**src/rtl/dac_serial_map.vh**
```
// Constants for the serial-load DAC front end
`ifndef DAC_SERIAL_MAP_VH
`define DAC_SERIAL_MAP_VH
`define FRAME_BITS      16
`define COUNT_W         5
`define COUNT_ZERO      5'h00
`define COUNT_ONE       5'h01
`define COUNT_LAST      5'h10
`define CODE_W          12
`define CODE_HI         13
`define CODE_LO         2
`define MODE_HI         15
`define MODE_LO         14
`define SHIFT_RESET     16'h0000
`define CODE_RESET      12'h000
`define MODE_NORMAL     2'h0
`define MODE_PD_1K      2'h1
`define MODE_PD_100K    2'h2
`define MODE_PD_TRI     2'h3
`define ST_IDLE         2'h0
`define ST_SHIFT        2'h1
`define ST_DONE         2'h2
`endif

```
**src/rtl/sync_edge.v**
```verilog
// Two-flop synchroniser with edge detection on the settled copy
`timescale 1ns/1ps
module sync_edge (
  input  wire clk,
  input  wire arst_n,
  input  wire asyncIn,
  output reg  level,
  output wire rise,
  output wire fall
);
  reg meta_ff;
  reg settled_ff;

  always @(posedge clk or negedge arst_n) begin
    if (!arst_n) begin
      meta_ff    <= 1'b1;
      settled_ff <= 1'b1;
      level      <= 1'b1;
    end else begin
      meta_ff    <= asyncIn;
      settled_ff <= meta_ff;
      level      <= settled_ff;
    end
  end

  assign rise = settled_ff & ~level;
  assign fall = ~settled_ff & level;
endmodule

```
**src/rtl/dac_serial_load_interface.v**
```verilog
// Serial load front end of a single-channel voltage-output DAC
// Summary of operation
// - Data sampled into 16-bit shift register on falling serial clock edges.
// - Sixteenth falling edge captures last bit and executes the word.
// - First two bits shifted in select normal or power-down mode.
// - Twelve bits after control bits form the code, loaded on sixteenth edge.
// - Final two bits of the frame are ignored.
// - Early frame select rise resets shifter and discards frame.
// - Reset clears code to zero until first complete frame.
// - Code is straight unsigned binary.
// - Mode 00 normal, 01 1k to ground, 10 100k, 11 three-state.
// - Power-down frames still load their twelve code bits into the stored code.
`timescale 1ns/1ps
`include "dac_serial_map.vh"
module dac_serial_load_interface (
  input  wire                clk,
  input  wire                arst_n,
  input  wire                frameSelN,
  input  wire                serialClk,
  input  wire                serial_data_in,
  output reg  [`CODE_W-1:0]  dacCode_ff,
  output reg                 mode_bit_high,
  output reg                 mode_bit_low,
  output reg                 powerDown1k_ff,
  output reg                 powerDown100k_ff,
  output reg                 outputTri_ff,
  output reg                 loadPulse_ff,
  output reg                 abortPulse_ff,
  output reg                 busy_ff
);
  // ==========================================================
  // Input synchronisers
  wire selLevel;
  wire selRise;
  wire selFall;
  wire clkFall;
  reg  dataMeta_ff;
  reg  dataSync_ff;
  reg  dataDly_ff;

  sync_edge selSync (
    .clk     (clk),
    .arst_n  (arst_n),
    .asyncIn (frameSelN),
    .level   (selLevel),
    .rise    (selRise),
    .fall    (selFall)
  );

  sync_edge sclkSync (
    .clk     (clk),
    .arst_n  (arst_n),
    .asyncIn (serialClk),
    .level   (),
    .rise    (),
    .fall    (clkFall)
  );

  // Data delayed to line up with the clock path's extra stage
  always @(posedge clk or negedge arst_n) begin
    if (!arst_n) begin
      dataMeta_ff <= 1'b0;
      dataSync_ff <= 1'b0;
      dataDly_ff  <= 1'b0;
    end else begin
      dataMeta_ff <= serial_data_in;
      dataSync_ff <= dataMeta_ff;
      dataDly_ff  <= dataSync_ff;
    end
  end

  // ==========================================================
  // Frame state machine and shifter
  reg [1:0]             state_ff;
  reg [1:0]             nxt_state;
  reg [`FRAME_BITS-1:0] shift_ff;
  reg [`FRAME_BITS-1:0] nxt_shift;
  reg [`COUNT_W-1:0]    count_ff;
  reg [`COUNT_W-1:0]    nxt_count;
  reg                   execute;
  reg                   abort;
  wire [`FRAME_BITS-1:0] shifted;

  // MSB-first: new bit enters at the bottom
  assign shifted = {shift_ff[`FRAME_BITS-2:0], dataDly_ff};

  always @* begin
    nxt_state = state_ff;
    nxt_shift = shift_ff;
    nxt_count = count_ff;
    execute   = 1'b0;
    abort     = 1'b0;
    case (state_ff)
      `ST_IDLE: begin
        if (selFall) begin
          nxt_state = `ST_SHIFT;
          nxt_shift = `SHIFT_RESET;
          nxt_count = `COUNT_ZERO;
        end
      end
      `ST_SHIFT: begin
        if (selRise) begin
          nxt_state = `ST_IDLE;
          nxt_shift = `SHIFT_RESET;
          nxt_count = `COUNT_ZERO;
          abort     = 1'b1;
        end else if (clkFall && !selLevel) begin
          nxt_shift = shifted;
          nxt_count = count_ff + `COUNT_ONE;
          if (count_ff + `COUNT_ONE == `COUNT_LAST) begin
            execute   = 1'b1;
            nxt_state = `ST_DONE;
          end
        end
      end
      `ST_DONE: begin
        // Clocks ignored until frame select goes high again
        if (selRise || selLevel) begin
          nxt_state = `ST_IDLE;
          nxt_count = `COUNT_ZERO;
        end
      end
      default: begin
        nxt_state = `ST_IDLE;
        nxt_count = `COUNT_ZERO;
      end
    endcase
  end

  always @(posedge clk or negedge arst_n) begin
    if (!arst_n) begin
      state_ff <= `ST_IDLE;
      shift_ff <= `SHIFT_RESET;
      count_ff <= `COUNT_ZERO;
    end else begin
      state_ff <= nxt_state;
      shift_ff <= nxt_shift;
      count_ff <= nxt_count;
    end
  end

  // ==========================================================
  // Mode decode
  wire [1:0] nxt_mode;
  reg        nxt_powerDown1k;
  reg        nxt_powerDown100k;
  reg        nxt_outputTri;

  assign nxt_mode = {shifted[`MODE_HI], shifted[`MODE_LO]};

  // At most one flag set (none in normal mode) so the output stage never sees two networks at once
  always @* begin
    nxt_powerDown1k   = 1'b0;
    nxt_powerDown100k = 1'b0;
    nxt_outputTri     = 1'b0;
    case (nxt_mode)
      `MODE_NORMAL: begin
        nxt_outputTri = 1'b0;
      end
      `MODE_PD_1K: begin
        nxt_powerDown1k = 1'b1;
      end
      `MODE_PD_100K: begin
        nxt_powerDown100k = 1'b1;
      end
      `MODE_PD_TRI: begin
        nxt_outputTri = 1'b1;
      end
      default: begin
        nxt_outputTri = 1'b0;
      end
    endcase
  end

  // ==========================================================
  // DAC register
  always @(posedge clk or negedge arst_n) begin
    if (!arst_n) begin
      dacCode_ff <= `CODE_RESET;
    end else if (execute) begin
      // Code is loaded in every mode, so a power-down frame replaces the last value
      dacCode_ff <= shifted[`CODE_HI:`CODE_LO];
    end
  end

  // ==========================================================
  // Operating mode
  always @(posedge clk or negedge arst_n) begin
    if (!arst_n) begin
      mode_bit_high    <= 1'b0;
      mode_bit_low     <= 1'b0;
      powerDown1k_ff   <= 1'b0;
      powerDown100k_ff <= 1'b0;
      outputTri_ff     <= 1'b0;
    end else if (execute) begin
      mode_bit_high    <= nxt_mode[1];
      mode_bit_low     <= nxt_mode[0];
      powerDown1k_ff   <= nxt_powerDown1k;
      powerDown100k_ff <= nxt_powerDown100k;
      outputTri_ff     <= nxt_outputTri;
    end
  end

  // ==========================================================
  // Frame status
  always @(posedge clk or negedge arst_n) begin
    if (!arst_n) begin
      loadPulse_ff  <= 1'b0;
      abortPulse_ff <= 1'b0;
      busy_ff       <= 1'b0;
    end else begin
      loadPulse_ff  <= execute;
      abortPulse_ff <= abort;
      busy_ff       <= (nxt_state == `ST_SHIFT);
    end
  end
endmodule

```
**config.mk**
```make
export PLATFORM = sky130hd
export DESIGN_NAME = dac_serial_load_interface
export DESIGN_NICKNAME = d
export VERILOG_FILES = /design/src/rtl/sync_edge.v /design/src/rtl/dac_serial_load_interface.v
export VERILOG_INCLUDE_DIRS = /design/src /design/src/rtl
export SDC_FILE = /design/constraint.sdc
export NUM_CORES = 1
export LEC_CHECK = 0
export BUFFER_PORTS_ARGS = -buffer_cell sky130_fd_sc_hd__buf_2
export CAP_MARGIN = 20
export CORE_ASPECT_RATIO = 1.2
export CORE_MARGIN = 8
export CORE_UTILIZATION = 50
export CTS_CLUSTER_SIZE = 16
export DETAILED_ROUTE_END_ITERATION = 8
export HOLD_SLACK_MARGIN = 0.08
export PLACE_DENSITY = 0.7
export SYNTH_ARGS = -nofsm -noshare
export SYNTH_HDL_FRONTEND = slang
export SYNTH_SLANG_ARGS = --single-unit
export TNS_END_PERCENT = 5
```
**constraint.sdc**
```tcl
create_clock -name clk -period 3.95 [get_ports clk]
set_input_delay 0.79 -clock clk [delete_from_list [all_inputs] [get_ports clk]]
set_output_delay 0.79 -clock clk [all_outputs]
set_load 0.05 [all_outputs]
```
==> metrics.yaml <==
cp-start-kind: "flop"
dr.pass1.iters: 4
synth.area.top_cells: "dfrtp_1, dfstp_2, mux2_2"
wl_met1_um: 1630
p_sw_mw: 0.257
synthCells: 160
worst_path_max_delay_cell: "a21oi_2"
ir_drop_mv: 0.234
die-area_um2: 6620
io_buffers: 24
worstSetupPathType: "reg2reg"
hold_buffers: 0
dr_total_vias: 1336
max_freq_ghz: 0.425
clock_sinks: 51
die_w_um: 75.6
arrival_ns: 2.55
fp-row-count: 26
hold_ws_ns: 0.354
p_int_mw: 0.700
slowest_delay_ns: 0.81
finalCritPeriodShare: 0.596
relSlewSlack: 0.345
drv_cap: 0
clockRootBuffer: "clkbuf_8"
leakagePower_nw: 1.17
syn_area_um2: 2130
drt_wl_total_um: 3800
grt_pass1_vias: 1280
grt.overflow.total: 0
numCtsBuffers: 5
endpoint_kind: "flop"
rsz0062_at_grt: "false"
cts_post_setup_buffers_inserted: 0
clk_latency_ns: 0.30
setup_viol: 0
outcome: "complete, no violations"
grt_max_degree: 52
yosysWarningCount: 0
drc: 0
power.density_nw_per_um2: 402
synth.most_common_cell: "dfrtp_1"
top_level_ports: 25
synth_enable_flop_cells: 0
htreeDepth: 2
die_h_um: 87.6
slew_violations: 0
final_nets: 193
fin_cells: 244
ys_ff_latch: 51
async_flop_share: 1.00
register_area_um2: 1280
placed_cells: 235
grt_pass1_wl_um: 6290
antenna_found_initial: 0
ys.flop_type: "dfrtp_1"
syn_to_final_growth_pct: 11.6
yosys.area.top_type: "dfrtp_1"
grt.total_usage: 0.126
dpl_worst_slack_ns: 1.62
drt_iter0_drc: 78
fin_crit_ns: 2.35
met3_length_um: 196
hold_path.class: "reg2reg"
route.met2.wl_um: 1910
tightest_slew_ns: 0.982
cts_tree: "done"
fillers: 354
swShare: 0.269
p_total_mw: 0.957
syn_area_per_cell_um2: 13.3
pwr-share-clk: 0.302
cp.required_ns: 4.14
post-synth-top-area-fraction: 0.528
cts_resized: 0
ys_top_cells_by_count: "dfrtp_1, mux2_2, inv_1, nand2_1, mux2i_1"
top_layer: "met4"
clockBufferDepth: 2
finClkSkew_ns: 0.00885
clk_pin_slew_ns: 0.09
path_cells: "or3b_1 > a21oi_2 > mux2_2"
ant_nets: 0
synth_cell_types: 39
hold_viol: 0
place_hpwl_um: 2530
finalSetupTns_ns: 0
critPathMaxFanout: 15
core-area_um2: 4200
vias_per_cell: 5.48
seqPwrFrac: 0.590
multi_input_area_um2: 767
combPwrFrac: 0.108
gp_congestion: 0.825
ys_seq_area_frac: 0.601
synthesis.nets: 166
start_util: 0.509
wl_per_cell_um: 15.6
drive_gt1_frac: 0.340
diodes: 0
fin_ws_ns: 1.60
[power by group through the flow]
stage | Sequential (mW) | Combinational (mW) | Clock (mW)
4_1_cts | 0.564 | 0.103 | 0.299
5_1_grt | 0.566 | 0.114 | 0.326
3_3_place_gp | 0.571 | 0.0965 | 0
3_5_place_dp | 0.574 | 0.102 | 0
6_report | 0.564 | 0.103 | 0.289
2_1_floorplan | 0.579 | 0.0666 | 0
[cell type report]
type,count,area share
flip-flops and latches,51,0.539
multi-input cells,94,0.322
repair buffers,25,0.0588
well taps,56,0.0294
clock buffers,5,0.0289
clock inverters,3,0.00630
inverters,10,0.0158
[layout by cell type, fill, tap and decap left out, types with 3 or more instances in the layout]
cell type / count
dfrtp_1: 45
buf_2: 24
mux2_2: 12
inv_1: 10
nand2_1: 10
mux2i_1: 9
nor2_1: 8
mux2_4: 8
dfstp_2: 6
nand3_1: 5
o21ai_0: 5
clkbuf_8: 5
nand2b_1: 3
a21oi_1: 3
o41ai_1: 3
clkinv_2: 3
[worst max-delay path, delay by kind of cell (launching register included)]
kind,cells,cell delay [ns]
AO/OA/AOI/OAI,1,0.81
flip-flops,1,0.57
multiplexers,1,0.44
AND/OR/NAND/NOR,1,0.43
[path summary, 6_finish.rpt]
check | start | endpoint | slack, ns | cells after the start
max | selSync.level$_DFF_PN1_ | shift_ff[3]$_DFFE_PN0P_ | 1.60 | 3
min reg2reg | dataSync_ff$_DFF_PN0_ | dataDly_ff$_DFF_PN0_ | 0.35 | 0
min | dataSync_ff$_DFF_PN0_ | dataDly_ff$_DFF_PN0_ | 0.35 | 0
max reg2reg | selSync.level$_DFF_PN1_ | shift_ff[3]$_DFFE_PN0P_ | 1.60 | 3
min in group asynchronous | arst_n | state_ff[1]$_DFF_PN0_ | 0.36 | 1
max in group asynchronous | arst_n | mode_bit_high$_DFFE_PN0P_ | 3.10 | 2
[logic make-up (layout without fill, tap and decap cells)]
group	Yosys count	after routing	synth area share
buf+inv	15	43	0.0393
simple gates	39	39	0.101
flops	51	51	0.601
compound gates	24	24	0.0862
mux	29	29	0.162
xor+xnor	1	1	0.00410
fa+ha+maj	1	1	0.00586
[stage by stage]
step	util	area, um^2
after floorplan	-	2130
after CTS	0.563	2360
after global routing	0.568	2380
after global placement	0.543	2280
final	0.568	2380
after detailed placement	0.543	2280
[state kept, by name, summed over array words and instances, names as in the netlist]
name / cells
loadPulse_ff: 1
sclkSync.meta_ff: 1
powerDown1k_ff: 1
sclkSync.level: 1
count_ff: 5
dataDly_ff: 1
state_ff: 2
selSync.settled_ff: 1
outputTri_ff: 1
dataMeta_ff: 1
mode_bit_low: 1
dacCode_ff: 12
powerDown100k_ff: 1
selSync.level: 1
abortPulse_ff: 1
shift_ff: 15
mode_bit_high: 1
selSync.meta_ff: 1
dataSync_ff: 1
busy_ff: 1
sclkSync.settled_ff: 1
[metal layers]
| layer | up-vias | track usage |
|---|---|---|
| li1 | 613 | - |
| met1 | 685 | 0.151 |
| met2 | 33 | 0.197 |
| met3 | 5 | 0.0458 |
| met4 | 0 | 0.0525 |
| met5 | - | 0 |
(Power assumes the default switching activity.)
